`config.mk`:
```
export PLATFORM = sky130hd
export DESIGN_NAME = bscan_data_regs
export DESIGN_NICKNAME = d
export VERILOG_FILES = /design/src/rtl/bscan_pkg.sv /design/src/rtl/bsc_chain_if.sv /design/src/rtl/bscan_data_regs.sv /design/src/rtl/bscan_cells.sv
export SDC_FILE = /design/constraint.sdc
export NUM_CORES = 1
export LEC_CHECK = 0
export BUFFER_PORTS_ARGS = -buffer_cell sky130_fd_sc_hd__buf_2
export CAP_MARGIN = 0
export CORE_MARGIN = 4
export CORE_UTILIZATION = 45
export CTS_BUF_LIST = sky130_fd_sc_hd__clkbuf_8
export CTS_CLUSTER_SIZE = 20
export DETAILED_ROUTE_END_ITERATION = 10
export PLACE_DENSITY = 0.72
export SLEW_MARGIN = 5
export SYNTH_ARGS = -nofsm -noshare
export SYNTH_HDL_FRONTEND = slang
export SYNTH_HIERARCHICAL = 1
export SYNTH_SLANG_ARGS = --single-unit
```
`constraint.sdc`:
```
create_clock -name i_ref_clk -period 2.8 [get_ports i_ref_clk]
set_input_delay 0.14 -clock i_ref_clk [delete_from_list [all_inputs] [get_ports i_ref_clk]]
set_output_delay 0.14 -clock i_ref_clk [all_outputs]
set_load 0.05 [all_outputs]
```
`src/rtl/bscan_pkg.sv`:
```
// Constants, opcodes and types shared by the boundary scan data registers
package bscan_pkg;

    // ------------------------------------------------------------
    // Instruction register
    // ------------------------------------------------------------
    localparam int         IR_W       = 6;
    localparam logic [5:0] OP_EXTEST  = 6'h00;
    localparam logic [5:0] OP_SAMPLE  = 6'h01;
    localparam logic [5:0] OP_IDCODE  = 6'h02;
    localparam logic [5:0] OP_HIGHZ   = 6'h03;
    localparam logic [5:0] OP_CLAMP   = 6'h3E;
    localparam logic [5:0] OP_BYPASS  = 6'h3F;
    localparam logic [5:0] IR_CAPTURE = 6'h2D;

    // ------------------------------------------------------------
    // Pin groups and chain layout, cell 0 sits next to the output
    // ------------------------------------------------------------
    localparam int N_RX         = 12;
    localparam int N_SYS        = 3;
    localparam int N_TX         = 6;
    localparam int N_BIDIR      = 11;
    localparam int RX_BASE      = 0;
    localparam int SYS_BASE     = RX_BASE + N_RX;
    localparam int TX_BASE      = SYS_BASE + N_SYS;
    localparam int BIDIR_BASE   = TX_BASE + N_TX;
    localparam int BIDIR_OE_OFS = 0;
    localparam int BIDIR_DT_OFS = 1;
    localparam int CHAIN_LEN    = BIDIR_BASE + 2 * N_BIDIR;
    localparam int SYNC_W       = N_RX + N_SYS + N_BIDIR + 4;

    // ------------------------------------------------------------
    // Data register constants
    // ------------------------------------------------------------
    localparam int   ID_W           = 32;
    localparam logic BYPASS_CAPTURE = 1'b0;

    // ------------------------------------------------------------
    // Test access port controller states
    // ------------------------------------------------------------
    typedef enum logic [3:0] {
        TAP_RESET, TAP_IDLE,
        TAP_SEL_DR, TAP_CAP_DR, TAP_SH_DR, TAP_EX1_DR,
        TAP_PAU_DR, TAP_EX2_DR, TAP_UPD_DR,
        TAP_SEL_IR, TAP_CAP_IR, TAP_SH_IR, TAP_EX1_IR,
        TAP_PAU_IR, TAP_EX2_IR, TAP_UPD_IR
    } tap_state_t;

endpackage

```
`src/rtl/bsc_chain_if.sv`:
```
// Strobes and data between the scan controller and the boundary cells
`timescale 1ns/1ps
interface bsc_chain_if;
    logic                           capture;
    logic                           shift;
    logic                           update;
    logic                           tdi;
    logic                           so;
    logic [bscan_pkg::CHAIN_LEN-1:0] cap_data;
    logic [bscan_pkg::CHAIN_LEN-1:0] upd_data;

    modport chain (
        input  capture,
        input  shift,
        input  update,
        input  tdi,
        input  cap_data,
        output so,
        output upd_data
    );

    modport ctrl (
        output capture,
        output shift,
        output update,
        output tdi,
        output cap_data,
        input  so,
        input  upd_data
    );
endinterface

```
`src/rtl/bscan_data_regs.sv`:
```
// Test data registers and pin control of the boundary scan port
//
// Functional notes
// RULE_01: Bypass, boundary and identity registers in parallel, one selected.
// RULE_02: Boundary chain is selected for EXTEST and SAMPLE/PRELOAD.
// RULE_03: EXTEST made current drives held update latches onto pins at once.
// RULE_04: Tester preloads safe values by SAMPLE/PRELOAD before EXTEST.
// RULE_05: Every cell has an update latch taken on the falling test clock.
// RULE_06: Input-only pin cells only observe and never drive pin or core.
// RULE_07: Output enable cells have shift stage and latch steering the driver.
// RULE_08: Each two-way pin has one enable cell and one capture cell.
// RULE_09: Normal mode with enable high captures the core data toward the pad.
// RULE_10: Enable low or EXTEST captures the data arriving from the pad.
// RULE_11: Receive and system pins observe, transmit controls, two-way both.
// RULE_12: Mode and data sampled on rising test clock, output on falling.
// RULE_13: Serial output driven only in the two shift states.
// RULE_14: Bypass bit loads zero in Capture-DR.
// RULE_15: Cells capture, shift once per rising clock, then update.
`timescale 1ns/1ps
module bscan_data_regs #(
    parameter logic [31:0] ID_CODE = 32'h0A5C_3001 // Arbitrary value
) (
    input  wire logic                          i_ref_clk,
    input  wire logic                          i_srst,
    input  wire logic                          i_tck,
    input  wire logic                          i_tms,
    input  wire logic                          i_tdi,
    input  wire logic                          i_trst_n,
    output logic                               o_tdo,
    output logic                               o_tdo_oe,
    input  wire logic [bscan_pkg::N_RX-1:0]    i_rx_lane,
    input  wire logic [bscan_pkg::N_SYS-1:0]   i_sys_in,
    input  wire logic [bscan_pkg::N_TX-1:0]    i_core_tx,
    output logic      [bscan_pkg::N_TX-1:0]    o_tx_lane,
    input  wire logic [bscan_pkg::N_BIDIR-1:0] i_core_bidir_out,
    input  wire logic [bscan_pkg::N_BIDIR-1:0] i_core_bidir_oe,
    input  wire logic [bscan_pkg::N_BIDIR-1:0] i_bidir_pad_in,
    output logic      [bscan_pkg::N_BIDIR-1:0] o_bidir_out,
    output logic      [bscan_pkg::N_BIDIR-1:0] o_bidir_oe
);
    bsc_chain_if bs ();

    logic [bscan_pkg::SYNC_W-1:0]  sync1_reg;
    logic [bscan_pkg::SYNC_W-1:0]  sync2_reg;
    logic                          tck_prev_reg;
    logic                          tck_s;
    logic                          tms_s;
    logic                          tdi_s;
    logic                          trst_n_s;
    logic                          tck_rise;
    logic                          tck_fall;
    logic [bscan_pkg::N_RX-1:0]    rx_s;
    logic [bscan_pkg::N_SYS-1:0]   sys_s;
    logic [bscan_pkg::N_BIDIR-1:0] pad_s;
    bscan_pkg::tap_state_t         tap_state_reg;
    bscan_pkg::tap_state_t         tap_state_next;
    logic [bscan_pkg::IR_W-1:0]    ir_shift_reg;
    logic [bscan_pkg::IR_W-1:0]    ir_reg;
    logic                          bypass_reg;
    logic [bscan_pkg::ID_W-1:0]    id_reg;
    logic                          sel_bsr;
    logic                          sel_id;
    logic                          extest_on;
    logic                          clamp_on;
    logic                          highz_on;
    logic                          test_drive;
    logic                          in_shift;
    wire  [bscan_pkg::N_BIDIR-1:0]   upd_oe_v;
    wire  [bscan_pkg::N_BIDIR-1:0]   upd_bd_v;
    wire  [2*bscan_pkg::N_BIDIR-1:0] bd_cap_v;

    // ------------------------------------------------------------
    // Pin synchronisers and test clock edge detection
    // ------------------------------------------------------------
    always_ff @(posedge i_ref_clk) begin
        if (i_srst) begin
            sync1_reg <= '0;
            sync2_reg <= '0;
        end else begin
            sync1_reg <= {i_trst_n, i_tck, i_tms, i_tdi,
                          i_bidir_pad_in, i_sys_in, i_rx_lane};
            sync2_reg <= sync1_reg;
        end
    end

    always_ff @(posedge i_ref_clk) begin
        if (i_srst) begin
            tck_prev_reg <= 1'b0;
        end else begin
            tck_prev_reg <= tck_s;
        end
    end

    assign {trst_n_s, tck_s, tms_s, tdi_s, pad_s, sys_s, rx_s} = sync2_reg;
    assign tck_rise = tck_s && !tck_prev_reg;
    assign tck_fall = !tck_s && tck_prev_reg;

    // ------------------------------------------------------------
    // Controller state, advanced on the rising test clock
    // ------------------------------------------------------------
    always_comb begin
        tap_state_next = tap_state_reg;
        case (tap_state_reg)
            bscan_pkg::TAP_RESET:  tap_state_next = tms_s ?
                bscan_pkg::TAP_RESET : bscan_pkg::TAP_IDLE;
            bscan_pkg::TAP_IDLE:   tap_state_next = tms_s ?
                bscan_pkg::TAP_SEL_DR : bscan_pkg::TAP_IDLE;
            bscan_pkg::TAP_SEL_DR: tap_state_next = tms_s ?
                bscan_pkg::TAP_SEL_IR : bscan_pkg::TAP_CAP_DR;
            bscan_pkg::TAP_CAP_DR: tap_state_next = tms_s ?
                bscan_pkg::TAP_EX1_DR : bscan_pkg::TAP_SH_DR;
            bscan_pkg::TAP_SH_DR:  tap_state_next = tms_s ?
                bscan_pkg::TAP_EX1_DR : bscan_pkg::TAP_SH_DR;
            bscan_pkg::TAP_EX1_DR: tap_state_next = tms_s ?
                bscan_pkg::TAP_UPD_DR : bscan_pkg::TAP_PAU_DR;
            bscan_pkg::TAP_PAU_DR: tap_state_next = tms_s ?
                bscan_pkg::TAP_EX2_DR : bscan_pkg::TAP_PAU_DR;
            bscan_pkg::TAP_EX2_DR: tap_state_next = tms_s ?
                bscan_pkg::TAP_UPD_DR : bscan_pkg::TAP_SH_DR;
            bscan_pkg::TAP_UPD_DR: tap_state_next = tms_s ?
                bscan_pkg::TAP_SEL_DR : bscan_pkg::TAP_IDLE;
            bscan_pkg::TAP_SEL_IR: tap_state_next = tms_s ?
                bscan_pkg::TAP_RESET : bscan_pkg::TAP_CAP_IR;
            bscan_pkg::TAP_CAP_IR: tap_state_next = tms_s ?
                bscan_pkg::TAP_EX1_IR : bscan_pkg::TAP_SH_IR;
            bscan_pkg::TAP_SH_IR:  tap_state_next = tms_s ?
                bscan_pkg::TAP_EX1_IR : bscan_pkg::TAP_SH_IR;
            bscan_pkg::TAP_EX1_IR: tap_state_next = tms_s ?
                bscan_pkg::TAP_UPD_IR : bscan_pkg::TAP_PAU_IR;
            bscan_pkg::TAP_PAU_IR: tap_state_next = tms_s ?
                bscan_pkg::TAP_EX2_IR : bscan_pkg::TAP_PAU_IR;
            bscan_pkg::TAP_EX2_IR: tap_state_next = tms_s ?
                bscan_pkg::TAP_UPD_IR : bscan_pkg::TAP_SH_IR;
            bscan_pkg::TAP_UPD_IR: tap_state_next = tms_s ?
                bscan_pkg::TAP_SEL_DR : bscan_pkg::TAP_IDLE;
            default:               tap_state_next = bscan_pkg::TAP_RESET;
        endcase
    end

    always_ff @(posedge i_ref_clk) begin
        if (i_srst || !trst_n_s) begin
            tap_state_reg <= bscan_pkg::TAP_RESET;
        end else if (tck_rise) begin
            tap_state_reg <= tap_state_next; // RULE_12
        end
    end

    // ------------------------------------------------------------
    // Instruction register, made current on the falling edge
    // ------------------------------------------------------------
    always_ff @(posedge i_ref_clk) begin
        if (i_srst || !trst_n_s) begin
            ir_shift_reg <= bscan_pkg::IR_CAPTURE;
        end else if (tck_rise) begin
            if (tap_state_reg == bscan_pkg::TAP_CAP_IR) begin
                ir_shift_reg <= bscan_pkg::IR_CAPTURE;
            end else if (tap_state_reg == bscan_pkg::TAP_SH_IR) begin
                ir_shift_reg <= {tdi_s, ir_shift_reg[bscan_pkg::IR_W-1:1]};
            end
        end
    end

    always_ff @(posedge i_ref_clk) begin
        if (i_srst || !trst_n_s) begin
            ir_reg <= bscan_pkg::OP_IDCODE;
        end else if (tap_state_reg == bscan_pkg::TAP_RESET) begin
            ir_reg <= bscan_pkg::OP_IDCODE;
        end else if (tck_fall && tap_state_reg == bscan_pkg::TAP_UPD_IR) begin
            ir_reg <= ir_shift_reg;
        end
    end

    // Unknown and reserved opcodes fall back to the bypass path
    assign extest_on  = (ir_reg == bscan_pkg::OP_EXTEST);
    assign sel_bsr    = extest_on ||
                        (ir_reg == bscan_pkg::OP_SAMPLE); // RULE_02
    assign sel_id     = (ir_reg == bscan_pkg::OP_IDCODE); // RULE_01
    assign clamp_on   = (ir_reg == bscan_pkg::OP_CLAMP);
    assign highz_on   = (ir_reg == bscan_pkg::OP_HIGHZ);
    assign test_drive = extest_on || clamp_on;
    assign in_shift   = (tap_state_reg == bscan_pkg::TAP_SH_DR) ||
                        (tap_state_reg == bscan_pkg::TAP_SH_IR);

    // ------------------------------------------------------------
    // Bypass and identity registers
    // ------------------------------------------------------------
    always_ff @(posedge i_ref_clk) begin
        if (i_srst) begin
            bypass_reg <= bscan_pkg::BYPASS_CAPTURE;
        end else if (tck_rise && !sel_bsr && !sel_id) begin
            if (tap_state_reg == bscan_pkg::TAP_CAP_DR) begin
                bypass_reg <= bscan_pkg::BYPASS_CAPTURE; // RULE_14
            end else if (tap_state_reg == bscan_pkg::TAP_SH_DR) begin
                bypass_reg <= tdi_s;
            end
        end
    end

    always_ff @(posedge i_ref_clk) begin
        if (i_srst) begin
            id_reg <= '0;
        end else if (tck_rise && sel_id) begin
            if (tap_state_reg == bscan_pkg::TAP_CAP_DR) begin
                id_reg <= ID_CODE;
            end else if (tap_state_reg == bscan_pkg::TAP_SH_DR) begin
                id_reg <= {tdi_s, id_reg[bscan_pkg::ID_W-1:1]};
            end
        end
    end

    // ------------------------------------------------------------
    // Boundary cells; clock and resistor reference pins have none
    // ------------------------------------------------------------
    genvar gi;
    generate
        for (gi = 0; gi < bscan_pkg::N_BIDIR; gi++) begin : g_bidir
            localparam int OE_IX = bscan_pkg::BIDIR_BASE + 2 * gi
                                   + bscan_pkg::BIDIR_OE_OFS;
            localparam int DT_IX = bscan_pkg::BIDIR_BASE + 2 * gi
                                   + bscan_pkg::BIDIR_DT_OFS;
            assign bd_cap_v[2*gi+bscan_pkg::BIDIR_OE_OFS] =
                i_core_bidir_oe[gi]; // RULE_07
            assign bd_cap_v[2*gi+bscan_pkg::BIDIR_DT_OFS] =
                (!extest_on && i_core_bidir_oe[gi]) ?
                i_core_bidir_out[gi] : pad_s[gi]; // RULE_08 RULE_09 RULE_10
            assign upd_oe_v[gi] = bs.upd_data[OE_IX];
            assign upd_bd_v[gi] = bs.upd_data[DT_IX];
        end
    endgenerate

    // Receive and system cells only observe: RULE_06 RULE_11
    assign bs.cap_data = {bd_cap_v, i_core_tx, sys_s, rx_s};
    assign bs.tdi      = tdi_s;
    assign bs.capture  = tck_rise && sel_bsr &&
                         (tap_state_reg == bscan_pkg::TAP_CAP_DR); // RULE_15
    assign bs.shift    = tck_rise && sel_bsr &&
                         (tap_state_reg == bscan_pkg::TAP_SH_DR); // RULE_15
    assign bs.update   = tck_fall && sel_bsr &&
                         (tap_state_reg == bscan_pkg::TAP_UPD_DR); // RULE_05

    bscan_cells u_cells (
        .i_ref_clk (i_ref_clk),
        .i_srst    (i_srst),
        .bs        (bs)
    );

    // ------------------------------------------------------------
    // Serial output, changed on the falling test clock
    // ------------------------------------------------------------
    always_ff @(posedge i_ref_clk) begin
        if (i_srst || !trst_n_s) begin
            o_tdo    <= 1'b0;
            o_tdo_oe <= 1'b0;
        end else if (tck_fall) begin
            o_tdo_oe <= in_shift; // RULE_13
            if (tap_state_reg == bscan_pkg::TAP_SH_IR) begin
                o_tdo <= ir_shift_reg[0];
            end else if (sel_bsr) begin
                o_tdo <= bs.so; // RULE_01 RULE_12
            end else if (sel_id) begin
                o_tdo <= id_reg[0];
            end else begin
                o_tdo <= bypass_reg;
            end
        end
    end

    // ------------------------------------------------------------
    // Pin drivers: core in normal mode, update latches under test
    // ------------------------------------------------------------
    always_ff @(posedge i_ref_clk) begin
        if (i_srst) begin
            o_tx_lane   <= '0;
            o_bidir_out <= '0;
            o_bidir_oe  <= '0;
        end else begin
            o_tx_lane   <= test_drive ?
                bs.upd_data[bscan_pkg::TX_BASE +: bscan_pkg::N_TX] :
                i_core_tx; // RULE_03
            o_bidir_out <= test_drive ? upd_bd_v : i_core_bidir_out;
            o_bidir_oe  <= highz_on ? '0 :
                (test_drive ? upd_oe_v : i_core_bidir_oe); // RULE_07
        end
    end
endmodule

```
`src/rtl/bscan_cells.sv`:
```
// Boundary cell storage: shift stages and update latches
`timescale 1ns/1ps
module bscan_cells (
    input  wire logic  i_ref_clk,
    input  wire logic  i_srst,
    bsc_chain_if.chain bs
);
    logic [bscan_pkg::CHAIN_LEN-1:0] shift_reg;
    logic [bscan_pkg::CHAIN_LEN-1:0] upd_reg;

    // ------------------------------------------------------------
    // Shift stages
    // ------------------------------------------------------------
    always_ff @(posedge i_ref_clk) begin
        if (i_srst) begin
            shift_reg <= '0;
        end else if (bs.capture) begin
            shift_reg <= bs.cap_data; // RULE_15
        end else if (bs.shift) begin
            shift_reg <= {bs.tdi,
                          shift_reg[bscan_pkg::CHAIN_LEN-1:1]}; // RULE_15
        end
    end

    // ------------------------------------------------------------
    // Update latches, strobed only on a falling test clock
    // ------------------------------------------------------------
    always_ff @(posedge i_ref_clk) begin
        if (i_srst) begin
            upd_reg <= '0;
        end else if (bs.update) begin
            upd_reg <= shift_reg; // RULE_05
        end
    end

    assign bs.so       = shift_reg[0];
    assign bs.upd_data = upd_reg;
endmodule

```
==> impl_metrics.yaml <==
status:
  outcome: "complete, no violations"
worst_setup_path:
  cp-start-kind: "flop"
  timing.rr.start: "ir_reg[2]"
  path_class: "reg2reg"
  reg2reg_to: "u_cells/shift_reg[7]"
  worstSetupEndpointType: "flop"
  crit_required_ns: 3.17
  crit_fanout: 43
  reg2reg_slack_ns: 0.42
  worst-r2r-cell-count: 5
  crit_arrival_ns: 2.75
grt:
  antenna_found_initial: 0
  grt.overflow.total: 0
  first_global_vias: 6331
  track_usage_pct: 17.4
  grt_pass1_wl_um: 31300
  grt_max_degree: 76
sta:
  maxSlewViolCount: 0
  relSlewSlack_pct: 58.7
  skew_ns: 0.0235
  fmax_mhz: 420
  hold_viol_final: 0
  fin_tns_setup_ns: 0
  period_share_pct: 85.1
  setup_ws_ns: 0.416
  holdWs_ns: 0.0870
  rsz0062_at_grt: "false"
  tightest_slew_ns: 0.619
  setup_violations: 0
  min_period_ns: 2.38
pwr:
  powerDensity_nw_per_um2: 587
  leakagePower_nw: 3.74
  irDropWorstVdd_v: 0.000388
die:
  rows: 49
  die_x_um: 145
  core_area_um2: 18300
  dieArea_um2: 21100
  ioPinCount: 90
  start_util_pct: 46.4
  die_height_um: 145
clock_network:
  clkTransAtPathRegs_ns: 0.06
  clk_path_buf_depth: 3
  cts.sinks: 211
  cts-buffers-inserted: 34
  cts_resized: 0
  cts_tree: "done"
  clk_latency_ns: 0.52
  htreeDepth: 2
  cts-root-buf: "clkbuf_8"
yosys:
  avgSynthCellArea_um2: 9.86
  netlist_area_um2: 8480
  syn_inst: 860
  synth_nets: 920
  ys_warn_count: 6
detailed_routing:
  viasPerCell: 5.33
  wl_um: 18600
  dr.pass1.iters: 5
  drc: 0
  post_drt_wl_per_cell_um: 15.0
  drt_first_iter_violations: 356
  via_count: 6620
  ant_nets: 0
layout:
  largest_register_ffs: 43
  drive_above_1_share_pct: 21.7
  fin_nets: 1051
  diodes: 0
  final_core_util_pct: 56.4
  syn_to_final_growth_pct: 21.5
  final_cells: 1242
hold_path:
  hold_end: "sync1_reg[0]"
  min-delay-start: "i_srst"
  hp-class: "in2reg"
  min_delay_path_depth: 2
placed_design:
  port_buffers: 89
  dp_cells: 1126
  pre_cts_slack_ns: 0.450
  place_hpwl_um: 11500
  finalWeightedCongestion: 0.781
run:
  cap_viol_max_count: 0
==> per-layer routing <==
layer  global-route usage [%]  vias up  wire [µm]
li1                         -     3300          -
met5                        0        -          0
met1                     23.4     3090       8460
met2                     27.6      192       8740
met3                     3.31       38        993
met4                     7.31        0        445
==> how the worst max path moves through the flow <==
stage / end / depth (start not counted) / start
after floorplan: u_cells/shift_reg[15] / 7 / tap_state_reg[1]
after global placement: u_cells/shift_reg[18] / 5 / ir_reg[2]
after detailed placement: u_cells/shift_reg[36] / 5 / ir_reg[2]
after CTS: u_cells/shift_reg[7] / 5 / ir_reg[2]
after global routing: u_cells/shift_reg[7] / 5 / ir_reg[2]
final: u_cells/shift_reg[7] / 5 / ir_reg[2]
==> cell type report <==
class                           instances  area [µm²]
Clock buffer                           39         537
Sequential cell                       211        4220
Fill cell                            1596        7970
Multi-Input combinational cell        568        3860
Inverter                                5        18.8
Timing Repair Buffer                  171        1240
Clock inverter                         19         136
Tap cell                              229         287
==> power by group <==
part	switching (mW)	internal [mW]
Clock	1.16	1.46
Sequential	0.0189	3.07
Combinational	0.199	0.147
==> timing repair <==
item,in CTS,in global routing
setup endpoints to repair,0,0
hold buffers,58,0
hold endpoints to repair,75,0
buffers inserted,0,0
==> metrics by stage <==
| stage | power, mW | cell area, µm² |
|---|---|---|
| 2_1_floorplan | 3.33 | 8480 |
| 3_3_place_gp | 3.43 | 9050 |
| 3_5_place_dp | 3.43 | 9050 |
| 4_1_cts | 6.13 | 10300 |
| 5_1_grt | 6.30 | 10300 |
| 6_report | 6.04 | 10300 |
==> critical path: stages, from the launching register on <==
cell,delay [ns]
dfxtp_1,0.33
or4_1,0.73
nor4_2,0.42
buf_12,0.34
mux2i_1,0.29
a211oi_2,0.10
==> cells in the final DEF, fill, tap and decap left out, drive strengths merged, types with 3 or more instances in the layout <==
cell type,count
a211oi,53
a21oi,77
and3b,3
buf,113
clkbuf,39
dfxtp,211
dlygate4sd3,58
inv,20
mux2,11
mux2i,73
nand2,25
nand2b,6
nand3,35
nand4,25
nor2,49
nor2b,110
nor4,4
o21ai,66
No activity file was read; power rests on OpenSTA's default activity.
